### src/rtl/pllcs_pkg.sv
// shared constants and types for the clock synthesiser control block
package pllcs_pkg;
  localparam int  FB_DIV_W       = 7;
  localparam int  OUT_DIV_SEL_W  = 3;
  localparam int  OUT_DIV_MAX    = 64;
  localparam int  DELAY_W        = 8;
  localparam int  CLK_PERIOD_NS  = 8;
  localparam int  RELOCK_TIME_US = 50;
  localparam int  RELOCK_CYCLES  = (RELOCK_TIME_US * 1000) / CLK_PERIOD_NS;
  localparam int  CFG_W          = 22;
  localparam int  PHASE_TAP_W    = 4;
  localparam int  PHASE_TAPS     = 16;
  localparam logic [FB_DIV_W-1:0]      FB_DIV_RST   = 7'h00;
  localparam logic [OUT_DIV_SEL_W-1:0] OUT_SEL_RST  = 3'h0;
  localparam logic [DELAY_W-1:0]       DELAY_RST    = 8'h00;
  localparam logic [1:0]               REF_SRC_RST  = 2'h0;

  typedef enum logic [1:0] {
    PLLCS_REF_PIN,
    PLLCS_REF_OSC,
    PLLCS_REF_FABRIC
  } pllcs_ref_src_t;

  // loop settings, also the serial reload image (lsb shifted first)
  typedef struct packed {
    logic [1:0]               refSrc;
    logic                     fbExternal;
    logic                     delayDynamic;
    logic [DELAY_W-1:0]       staticDelay;
    logic [OUT_DIV_SEL_W-1:0] outDivSel;
    logic [FB_DIV_W-1:0]      fbDiv;
  } pllcs_cfg_t;

  typedef struct packed {
    logic lowPowerFreeze;
    logic freezeEnableA;
    logic freezeEnableB;
  } pllcs_freeze_t;
endpackage : pllcs_pkg

### src/rtl/pllcs_top.sv
// behavioural control model of the on-chip clock synthesiser loop
// Overview of operation
// - The output divider divides the synthesized clock by 1 to 64 in power-of-two steps.
// - The synthesized clock runs at reference times the feedback divider ratio.
// - phase_aligned rises when lock is reached and drops on loss of lock.
// - Bypass low routes the loop clock out, bypass high routes the reference out.
// - ext_fb_in is loop feedback only when external feedback is selected.
// - fine_delay_ctrl steers output phase only in dynamic delay mode.
// - A phase shift, fixed or dynamic, advances or delays the output against the reference.
// - After a dynamic adjustment on the feedback output, relock waits relock_time.
// - After shifting, a loop reset pulse makes the loop relock with new settings.
// - Freeze request with both freeze enables holds both clock outputs static.
// - The fabric clock output has the same frequency as the global one.
// - The reference may come from a pin, the oscillator or fabric routing.
// - The global output is meant for the two preferred global buffers.
`timescale 1ns/10ps
module pllcs_top #(
  parameter int RELOCK_CNT = pllcs_pkg::RELOCK_CYCLES
) (
  input  wire logic                           core_clk,
  input  wire logic                           reset_n,
  input  wire logic                           ref_pin_clk,
  input  wire logic                           ref_osc_clk,
  input  wire logic                           ref_fabric_clk,
  input  wire logic                           bypass_sel,
  input  wire logic                           ext_fb_in,
  input  wire logic [pllcs_pkg::DELAY_W-1:0]  fine_delay_ctrl,
  input  wire pllcs_pkg::pllcs_freeze_t       freeze,
  input  wire pllcs_pkg::pllcs_cfg_t          boot_cfg,
  input  wire logic                           loop_reset_n,
  input  wire logic                           cfg_shift_clk,
  input  wire logic                           cfg_shift_data,
  output logic                                synth_clk_global,
  output logic                                synth_clk_fabric,
  output logic                                phase_aligned,
  output logic                                low_power_active,
  output pllcs_pkg::pllcs_cfg_t               active_cfg
);
  import pllcs_pkg::*;

  localparam int CNT_W = $clog2(RELOCK_CNT + 1);
  localparam logic [OUT_DIV_SEL_W-1:0] DIV_SEL_TOP = OUT_DIV_SEL_W'($clog2(OUT_DIV_MAX));

  typedef enum logic [1:0] {
    PLLCS_RESET,
    PLLCS_ACQUIRE,
    PLLCS_LOCKED
  } pllcs_state_t;

  pllcs_state_t state;
  pllcs_state_t next_state;
  pllcs_cfg_t   shiftImage;
  pllcs_cfg_t   next_shiftImage;
  pllcs_cfg_t   next_active_cfg;
  logic [CNT_W-1:0] lockCnt;
  logic [CNT_W-1:0] next_lockCnt;
  logic [OUT_DIV_MAX-1:0] outCnt;
  logic [OUT_DIV_MAX-1:0] next_outCnt;
  logic [FB_DIV_W-1:0] vcoCnt;
  logic [FB_DIV_W-1:0] next_vcoCnt;
  logic [DELAY_W-1:0]  delayQ;
  logic [DELAY_W-1:0]  next_delayQ;
  logic sclkQ;
  logic refQ;
  logic fbQ;
  logic vcoClk;
  logic next_vcoClk;
  logic loopOut;
  logic next_loopOut;
  logic next_global;
  logic next_phaseAligned;
  logic next_lowPower;
  logic refSel;
  logic refRise;
  logic sclkRise;
  logic fbEdge;
  logic [DELAY_W-1:0] delaySel;
  logic [CNT_W-1:0] cntPlusOne;
  logic [OUT_DIV_SEL_W-1:0] divIdx;
  logic [PHASE_TAPS-1:0]  loopHist;
  logic [PHASE_TAPS-1:0]  next_loopHist;
  logic [PHASE_TAP_W-1:0] tapSel;
  logic                   phaseOut;

  // phase shift: tap the loop clock history, up to 15 core cycles late;
  // on a periodic clock a late tap doubles as an early one
  always_comb begin
    tapSel        = delaySel[PHASE_TAP_W-1:0];
    next_loopHist = {loopHist[PHASE_TAPS-2:0], loopOut};
    if (tapSel == '0) begin
      phaseOut = loopOut;
    end else begin
      phaseOut = loopHist[tapSel - PHASE_TAP_W'(1)];
    end
  end

  always_comb begin
    unique case (pllcs_ref_src_t'(active_cfg.refSrc))
      PLLCS_REF_OSC:    refSel = ref_osc_clk;
      PLLCS_REF_FABRIC: refSel = ref_fabric_clk;
      default:          refSel = ref_pin_clk;
    endcase
  end

  always_comb begin
    refRise    = refSel & ~refQ;
    sclkRise   = cfg_shift_clk & ~sclkQ;
    cntPlusOne = lockCnt + CNT_W'(1);
    // selects past divide-by-64 are clamped
    divIdx     = (active_cfg.outDivSel > DIV_SEL_TOP) ? DIV_SEL_TOP : active_cfg.outDivSel;
    // internal vs external feedback edge
    fbEdge     = active_cfg.fbExternal ? (ext_fb_in & ~fbQ) : refRise;
    delaySel   = active_cfg.delayDynamic ? fine_delay_ctrl : active_cfg.staticDelay;
    next_delayQ = delaySel;
    next_shiftImage = shiftImage;
    if (sclkRise) begin
      next_shiftImage = {cfg_shift_data, shiftImage[CFG_W-1:1]};
    end
    next_active_cfg = active_cfg;
    if (!loop_reset_n) begin
      next_active_cfg = shiftImage;
    end
    // multiply: fb_div+1 vco toggles, one per core cycle, after each feedback edge
    next_vcoCnt = vcoCnt;
    next_vcoClk = vcoClk;
    if (fbEdge) begin
      next_vcoCnt = active_cfg.fbDiv;
      next_vcoClk = ~vcoClk;
    end else if (vcoCnt != '0) begin
      next_vcoCnt = vcoCnt - FB_DIV_W'(1);
      next_vcoClk = ~vcoClk;
    end
    next_outCnt  = outCnt;
    next_loopOut = loopOut;
    if (divIdx == '0) begin
      // divide by one: follow the vco itself
      next_loopOut = next_vcoClk;
    end else if (next_vcoClk & ~vcoClk) begin
      next_outCnt  = outCnt + OUT_DIV_MAX'(1);
      next_loopOut = next_outCnt[divIdx - OUT_DIV_SEL_W'(1)];
    end
    next_lowPower = freeze.lowPowerFreeze & freeze.freezeEnableA & freeze.freezeEnableB;
    next_global   = synth_clk_global;
    if (!next_lowPower) begin
      next_global = bypass_sel ? refSel : phaseOut;
    end
  end

  always_comb begin
    next_state        = state;
    next_lockCnt      = lockCnt;
    next_phaseAligned = 1'b0;
    unique case (state)
      PLLCS_RESET: begin
        next_lockCnt = '0;
        if (loop_reset_n) begin
          next_state = PLLCS_ACQUIRE;
        end
      end
      PLLCS_ACQUIRE: begin
        next_lockCnt = cntPlusOne;
        if (cntPlusOne >= CNT_W'(RELOCK_CNT)) begin
          next_state        = PLLCS_LOCKED;
          next_phaseAligned = 1'b1;
        end
      end
      PLLCS_LOCKED: begin
        next_phaseAligned = 1'b1;
        // phase change on feedback output drops lock
        if (active_cfg.delayDynamic && (delaySel != delayQ) && !active_cfg.fbExternal) begin
          next_state        = PLLCS_ACQUIRE;
          next_lockCnt      = '0;
          next_phaseAligned = 1'b0;
        end
      end
    endcase
    if (!loop_reset_n) begin
      next_state        = PLLCS_RESET;
      next_phaseAligned = 1'b0;
    end
  end

  always_ff @(posedge core_clk) begin
    if (!reset_n) begin
      state            <= PLLCS_RESET;
      lockCnt          <= '0;
      shiftImage       <= boot_cfg;
      active_cfg       <= boot_cfg;
      vcoCnt           <= FB_DIV_RST;
      vcoClk           <= 1'b0;
      outCnt           <= '0;
      loopOut          <= 1'b0;
      loopHist         <= '0;
      delayQ           <= DELAY_RST;
      sclkQ            <= 1'b0;
      refQ             <= 1'b0;
      fbQ              <= 1'b0;
      synth_clk_global <= 1'b0;
      synth_clk_fabric <= 1'b0;
      phase_aligned    <= 1'b0;
      low_power_active <= 1'b0;
    end else begin
      state            <= next_state;
      lockCnt          <= next_lockCnt;
      shiftImage       <= next_shiftImage;
      active_cfg       <= next_active_cfg;
      vcoCnt           <= next_vcoCnt;
      vcoClk           <= next_vcoClk;
      outCnt           <= next_outCnt;
      loopOut          <= next_loopOut;
      loopHist         <= next_loopHist;
      delayQ           <= next_delayQ;
      sclkQ            <= cfg_shift_clk;
      refQ             <= refSel;
      fbQ              <= ext_fb_in;
      synth_clk_global <= next_global;
      synth_clk_fabric <= next_global;
      phase_aligned    <= next_phaseAligned;
      low_power_active <= next_lowPower;
    end
  end
endmodule : pllcs_top

### config.mk
export PLATFORM = sky130hd
export DESIGN_NAME = pllcs_top
export DESIGN_NICKNAME = d
export VERILOG_FILES = /design/src/rtl/pllcs_pkg.sv /design/src/rtl/pllcs_top.sv
export SDC_FILE = /design/constraint.sdc
export NUM_CORES = 1
export LEC_CHECK = 0
export BUFFER_PORTS_ARGS = -buffer_cell sky130_fd_sc_hd__buf_2
export CAP_MARGIN = 0
export CELL_PAD_IN_SITES_DETAIL_PLACEMENT = 0
export CELL_PAD_IN_SITES_GLOBAL_PLACEMENT = 1
export CORE_MARGIN = 2
export CORE_UTILIZATION = 40
export DETAILED_ROUTE_END_ITERATION = 8
export GPL_ROUTABILITY_DRIVEN = 0
export MAX_ROUTING_LAYER = met4
export PLACE_DENSITY_LB_ADDON = 0.2
export SLEW_MARGIN = 20
export SYNTH_ARGS = -nofsm -noshare
export SYNTH_HDL_FRONTEND = slang
export SYNTH_SLANG_ARGS = --single-unit
### constraint.sdc
create_clock -name core_clk -period 4.95 [get_ports core_clk]
set_input_delay 0.2475 -clock core_clk [delete_from_list [all_inputs] [get_ports core_clk]]
set_output_delay 0.2475 -clock core_clk [all_outputs]
set_load 0.05 [all_outputs]
==> results by stage, run 1 <==
Setup path:
- On the worst path, the slowest cell contributes a delay of 0.78 ns.
- At the worst endpoint, the required time is 5.19 ns.
- The most frequent cell on the critical path is nor2_1.
- The cell with the largest stage delay on the worst path is a311oi_2.
- The worst setup path is launched from a flop.
- The cell family with the largest share of critical-path delay is compound AO/OA/AOI/OAI gates.
- The worst setup path is captured at a flop.
- Traced cell by cell, the critical path runs through mux2i_4 > xnor2_1 > nor2_1 > a311oi_2 > nor2_1 > o221a_1.
- The maximum fanout along the worst path is 13.
- The signal arrival time at the worst endpoint is 3.13 ns.
- The critical path class is reg2reg.
- The number of buffer and inverter stages on the critical path is 0.

Timing:
- The count of final hold-check violations was 0.
- Clock skew on the completed layout was measured at 0.008354 ns.
- The number of pins with negative max-slew slack in the final report is 0.
- The slew at the pin with the worst max-slew slack is 0.9578 ns.
- The relative max-transition margin is 36.14%.
- The minimum clock period is 2.895 ns.
- The final setup violation count is 0.
- The aggregate negative setup slack is 0 ns.
- After layout, the worst path uses 58.49% of the clock period.
- Hold is met by 0.1286 ns.
- Once routing completed, OpenROAD measured the worst setup slack at 2.055 ns.
- The highest achievable clock rate is 345.4 MHz.
- Setup repair after global routing left no endpoint under its margin.

CTS:
- The number of cells upsized or downsized after cts is 0.
- The clock tree synthesis step divided the H-tree into 3 levels.
- The clock net in this run drives a total of 106 sinks.
- After clock tree synthesis, the clock-pin slew on the worst setup and hold paths is 0.07 ns.
- The buffer count from post-CTS setup fixing is 0.
- In this run, CTS created clock tree buffers numbering 9.
- The clock tree from TritonCTS is done.
- The clock insertion delay at the later pin of the skew report is 0.35 ns.
- The maximum root-to-sink buffer count is 2.
- The cell at the root of the clock tree is clkbuf_16.
- The post-cts hold buffer count is 0.

Die:
- In this run the horizontal extent of the chip is 116.6 um.
- The boundary pin count is 69.
- The die covers 13,590 um^2.
- The initialized floorplan defines 41 standard-cell rows.
- The height of the chip is 116.6 um.
- The area of the core is 12,520 um^2.
- The initial utilization of the core area, before any placement, comes to 40.51%.

Placed design:
- The number of port buffers is 68.
- Before CTS, the worst setup slack after placement is 2.063 ns.
- The placed wire-length estimate is 7.631 mm.

Yosys:
- The number of nets handed over by synthesis was 578.
- The average instance in the mapped netlist occupies 9.696 um^2.
- The netlist area before placement is 5071 um^2.
- Yosys attributes the largest share of cell area to edfxtp_1, dfxtp_1, nand2_1, xnor2_1, nor2_1.
- The number of warnings printed during yosys synthesis is 0.
- The area share of the largest cell type after synthesis is 26.05%.
- Synthesis instantiated 63 different standard cells from the library.
- In the synthesized netlist, the number of instances is 523.
- The number of enable-type register cells in the synthesized netlist is 44.
- For this run, the register share of the synthesized area comes to 50.53%.
- The leading area contributor after synthesis is edfxtp_1.
- The async set or reset register ratio after synthesis is 0%.
- After synthesis the netlist holds a flip-flop and latch count of 106.
- The most used flip-flop cell after synthesis is dfxtp_1.

Routing:
- The final route contains 3,813 vias.
- The remaining routing DRC violations is 0.
- Before antenna repair, the detailed router went through 4 iterations.
- The final routed wirelength across all metal layers is 10.77 mm.
- In the routed layout, each cell is associated on average with a via count of 5.030.
- The final routed wire length divided by cell count is 14.21 um.
- The detailed router's first-iteration violation count is 154.
- The number of nets still failing antenna checks after routing is 0.

Power and ir drop:
- The share of total power in sequential cells is 44.7%.
- In this run the static leakage power is 2.456 nW.
- The part of the total power dissipated in the clock network is 30.3%.
- The design draws 2.452 mW.
- The reported net switching power is 758.9 uW.
- The largest vdd supply drop is 0.0001546 V.
- The internal power contribution is 1.693 mW.
- Net switching is 30.95% of the power.
- For this design the ratio of total power to cell area is 418.7 nW/um^2.
- The share of total power dissipated in combinational logic is 25.0%.

GRT:
- The total overflow left after global routing is 0.
- The number of global-route vias before repair came to 3,580.
- Entering global routing, the biggest net connects 42 pins.
- The global router's overall resource usage is 17.27%.
- The wire length of the first global-routing pass is 17.64 mm.
- The initial antenna violation count was 0.

Final layout:
- 0 antenna diodes ended up in the layout.
- The number of nets at the end of the flow is 636.
- Counting the fill cells in the layout gives 1,246.
- The share of layout cells above drive strength 1 is 18.26%.
- The growth of design area from synthesis to finish is 15.49%.

Job:
- The max-capacitance violation count is 0.

Min path:
- The classification of the worst-slack hold path is in2reg.

Outcome:
- The run finished with clean final reports.
[synthesized netlist by cell type, types with 3 or more instances]
library cell and n:
nor3_1 11, nand3b_1 3, clkbuf_1 17, edfxtp_1 44
dfxtp_1 62, buf_1 3, a32o_1 5, nor2b_1 3
a21oi_1 10, nand4_1 3, mux4_2 4, and3_1 10
ha_1 12, nand3_1 16, o221ai_1 4, xnor2_1 20
xor2_1 11, o211ai_1 3, nand2_1 126, mux2i_1 12
and2_1 19, nor2_1 42, o21ai_0 14, inv_1 18
[power groups by stage]
stage	combinational, mW	sequential [mW]	clock [mW]
global placement	0.608	1.11	0
detailed placement	0.616	1.12	0
finish	0.612	1.10	0.743
floorplan	0.435	1.16	0
global route	0.683	1.11	0.793
CTS	0.620	1.10	0.762
[worst min-delay path: stages]
cell    delay [ns]
buf_2         0.07
inv_1         0.04
nor2_1        0.07
[final timing paths]
path | start | endpoint | slack, ns | cells after the start
min reg2reg | loopHist[1] | loopHist[2] | 0.46 | 1
max | active_cfg[18] | state[1] | 2.05 | 6
max reg2reg | active_cfg[18] | state[1] | 2.05 | 6
min | cfg_shift_clk | sclkQ | 0.13 | 3
[placed cells by master (no fill, tap or decap), drive strengths merged, types with 2 or more instances in the layout]
master / count
nand4: 3
a211oi: 3
nand2b: 2
nor3b: 2
o31ai: 2
and2: 19
a311oi: 2
xnor2: 21
and3: 10
nand3: 16
o22ai: 3
buf: 71
nor3: 12
inv: 19
dfxtp: 62
a21oi: 11
o31a: 2
o32ai: 2
ha: 12
a32oi: 2
nand2: 126
nand3b: 3
nor2: 42
mux4: 4
edfxtp: 44
o211ai: 3
clkbuf: 13
o221ai: 4
o21ai: 16
nor4: 2
mux2i: 14
a32o: 5
xor2: 11
a221oi: 2
a31oi: 2
nor2b: 3
[cell families after synthesis]
group	synth area share, %
AO/OA/AOI/OAI	10.39
XOR/XNOR	5.675
adder cells (fa/ha/maj)	2.961
buffers and inverters	3.503
flip-flops	50.53
multiplexers	5.255
AND/OR/NAND/NOR	21.69
[state kept, by name, indices dropped and copies added (netlist names)]
name / cells
loopHist: 16
shiftImage: 22
delayQ: 8
vcoCnt: 7
low_power_active: 1
synth_clk_fabric: 1
state: 2
lockCnt: 13
phase_aligned: 1
sclkQ: 1
refQ: 1
loopOut: 1
active_cfg: 22
outCnt: 8
fbQ: 1
vcoClk: 1
[stage by stage]
step / std cells / utilization (%) / area, um^2
floorplan: 523 / - / 5071
global placement: 742 / 44.28 / 5543
detailed placement: 742 / 44.28 / 5543
CTS: 758 / 46.73 / 5849
global route: 758 / 46.79 / 5857
finish: 758 / 46.79 / 5857
[final cells by class]
class,count,area [um^2],area share (%)
clock inverter,3,46.29,0.7904
sequential,106,2562,43.75
clock buffer,13,260.3,4.443
inverter,18,67.56,1.154
multi-input combinational,375,2342,39.99
tap,172,215.2,3.674
timing repair buffer,71,362.8,6.195
[routing by layer]
layer / routed length, um / GRT usage [%] / vias to the layer above
li1: - / - / 1927
met3: 554 / 3.996 / 10
met5: 0 / - / -
met2: 4713 / 24.81 / 83
met4: 172 / 7.059 / 0
met1: 5332 / 23.58 / 1793
No activity file was read; power rests on OpenSTA's default activity.
==> inputs of run 2 (changes only) <==
==> constraint.sdc (replaced) <==
create_clock -name core_clk -period 2.7 [get_ports core_clk]
set_input_delay 0.135 -clock core_clk [delete_from_list [all_inputs] [get_ports core_clk]]
set_output_delay 0.135 -clock core_clk [all_outputs]
set_load 0.05 [all_outputs]
==> run 2 against run 1 <==
Effect of this change:
- critical path depth up 2
- via count down 0.58%
- combinational power up 90%
- sequential power up 82%
- die area unchanged
- flip-flop and latch count unchanged
- power up 83%
- largest cell class unchanged
==> results by stage, run 2 (synthesis results as in run 1) <==
CTS:
- The clock insertion delay at the later pin of the skew report is 0.35 ns.
- The clock transition at the registers of the reported paths is 0.07 ns.
- The clock tree from TritonCTS is done.
- The count of clock tree sinks is 106.
- The deepest level of the CTS H-tree is 3.
- The tree is rooted in a clkbuf_16.
- No sink is reached through more buffers than the 2 on the longest clock path.
- The number of CTS-inserted buffers is 9.
- The buffer count from post-CTS setup fixing is 0.
- The number of gates resized after CTS was 0.

Timing:
- The relative max-transition margin is 49.26%.
- The number of pins with negative max-slew slack in the final report came to 0.
- After routing, the total negative slack on setup checks comes to 0 ns.
- Across all setup checks in the final design, the least slack found is 0.3675 ns.
- The post-route worst hold slack is 0.02795 ns.
- The count of final hold-check violations is 0.
- The worst path needs 2.332 ns of the cycle, external delays included.
- Setup violations remaining at the end of the flow were counted as 0.
- Static timing analysis puts the maximum clock frequency at 428.7 MHz.
- On the final layout, the worst clock skew is 0.007026 ns.
- Setup repair after global routing left no endpoint under its margin.
- Dividing the final minimum period by the clock period gives 86.39%.
- The slew at the pin with the worst max-slew slack is 0.7592 ns.

Outcome:
- The flow ran to the end, and the final reports show no timing, DRC or antenna violations.

Final layout:
- The library cell used most frequently in the layout, excluding fill and tap cells, is nand2_1.
- The largest registers in the layout are active_cfg: 22 flops, shiftImage: 22 flops, loopHist: 16 flops.
- The share of layout cells above drive strength 1 is 19.13%.
- After the last flow step, the layout net total stands at 646.
- The library cells used most frequently in the layout, excluding fill and tap cells, are nand2_1, buf_2, dfxtp_1, edfxtp_1, nor2_1.
- Relative to the synthesized area, the layout overhead comes to 16.73%.

Power and ir drop:
- The overall power is 4.487 mW.
- The power per cell area is 758.0 nW/um^2.
- Across the VDD grid, the largest voltage drop is 0.0003283 V.
- Summed over all cells, the static leakage comes to 2.492 nW.

Routing:
- Using the TritonRoute via totals, the vias-per-cell ratio works out to 4.930.
- For this run, design rule violations remaining after detail routing come to 0.
- In this run the remaining antenna-violating nets after routing total 0.
- The via total after detailed routing is 3,791.
- After detailed routing, the average wire length per cell comes to 13.90 um.
- The first routing iteration left 186 violations.
- For this run, the detailed router's first-pass iteration total came to 6.
- Summed over all layers, the routed wires come to 10.69 mm.

Setup path:
- In this run the worst path has a maximum fanout of 8.
- The required time at the endpoint of the critical path is 2.98 ns.
- The worst register-to-register path has a depth of 8.
- The critical path class is reg2reg.
- Data arrives at the worst endpoint at 2.61 ns.
- STA classifies the critical path startpoint as a flop.
- STA classifies the critical path endpoint as a flop.

Die:
- The die covers 13,590 um^2.
- After floorplanning, the core was sized to cover 12,520 um^2.
- The horizontal extent of the die is 116.6 um.
- The effective utilization at floorplan is 40.51%.
- The boundary pin count is 69.
- The die is 116.6 um tall.
- The number of rows created at floorplan is 41.

GRT:
- The largest net degree at the start of global routing is 37.
- The wire length of the first global-routing pass is 17.75 mm.
- The number of global-route vias before repair was 3,643.
- In the global route stage, overall resource usage came out at 17.30%.
- The initial antenna violation count is 1.
- For this run the aggregate overflow at the end of global routing stands at 0.

Placed design:
- The placed wire-length estimate is 7.658 mm.
- Input and output buffers added on the ports amount to 68.
- At the placement stage, the worst setup path has a slack of 0.3916 ns.

Min path:
- The worst hold path depth is 3.
- The classification of the worst-slack hold path is in2reg.

Job:
- Across the run, the number of max-cap violations was 0.
-- run 2: cell types whose count changed in the layout (fill, tap and decap cells not counted), sizes merged --
cell	before	now
inv	19	18
clkinv	0	1
clkbuf	13	11
diode	0	1
buf	71	80
dlygate4sd3	0	1
clkinvlp	1	3
-- run 2: final timing paths --
| kind | from | end | slack (ns) |
|---|---|---|---|
| worst max register to register | active_cfg[20] | outCnt[7] | 0.37 |
| worst min register to register | loopHist[2] | loopHist[3] | 0.46 |
| worst min-delay path | cfg_shift_clk | sclkQ | 0.03 |
| worst max-delay path | active_cfg[20] | outCnt[7] | 0.37 |
-- run 2: timing repair --
item | in CTS | in global routing
hold endpoints to repair | 1 | 0
setup endpoints to repair | 0 | 0
hold buffers | 1 | 0
-- run 2: per-layer routing --
metal	vias up	share of wire (%)	global-route usage [%]
met2	75	44	24.77
li1	1946	-	-
met3	8	4.6	3.529
met1	1762	50	24.09
met4	0	1.1	6.824
met5	-	0	-
-- run 2: area by class of cell --
class	count	area, um^2
antenna	1	2.502
clock buffer	11	242.7
clock inverter	5	53.80
fill	1267	6598
inverter	18	67.56
multi-input combinational	375	2335
sequential	106	2562
tap	172	215.2
timing repair buffer	81	440.4
-- run 2: worst max-delay path, cell delays in order, from the launching register on --
cell	delay (ns)
edfxtp_1	0.41
inv_1	0.08
ha_1	0.23
nor2b_1	0.15
o41a_1	0.47
a211oi_4	0.50
nand3_1	0.16
xor2_1	0.17
nor2_1	0.10
-- run 2: power by group --
group	switching (mW)	total [mW]	leakage, nW	internal [mW]
combinational	0.668	1.16	1.39	0.495
sequential	0.140	2.00	0.962	1.86
clock	0.581	1.32	0.135	0.740
-- run 2: per-stage QoR --
step / std cells / instance area [um^2] / util, %
finish: 769 / 5919 / 47.29
global route: 769 / 5919 / 47.29
CTS: 768 / 5917 / 47.27
detailed placement: 751 / 5610 / 44.82
global placement: 751 / 5610 / 44.82
floorplan: 523 / 5071 / -
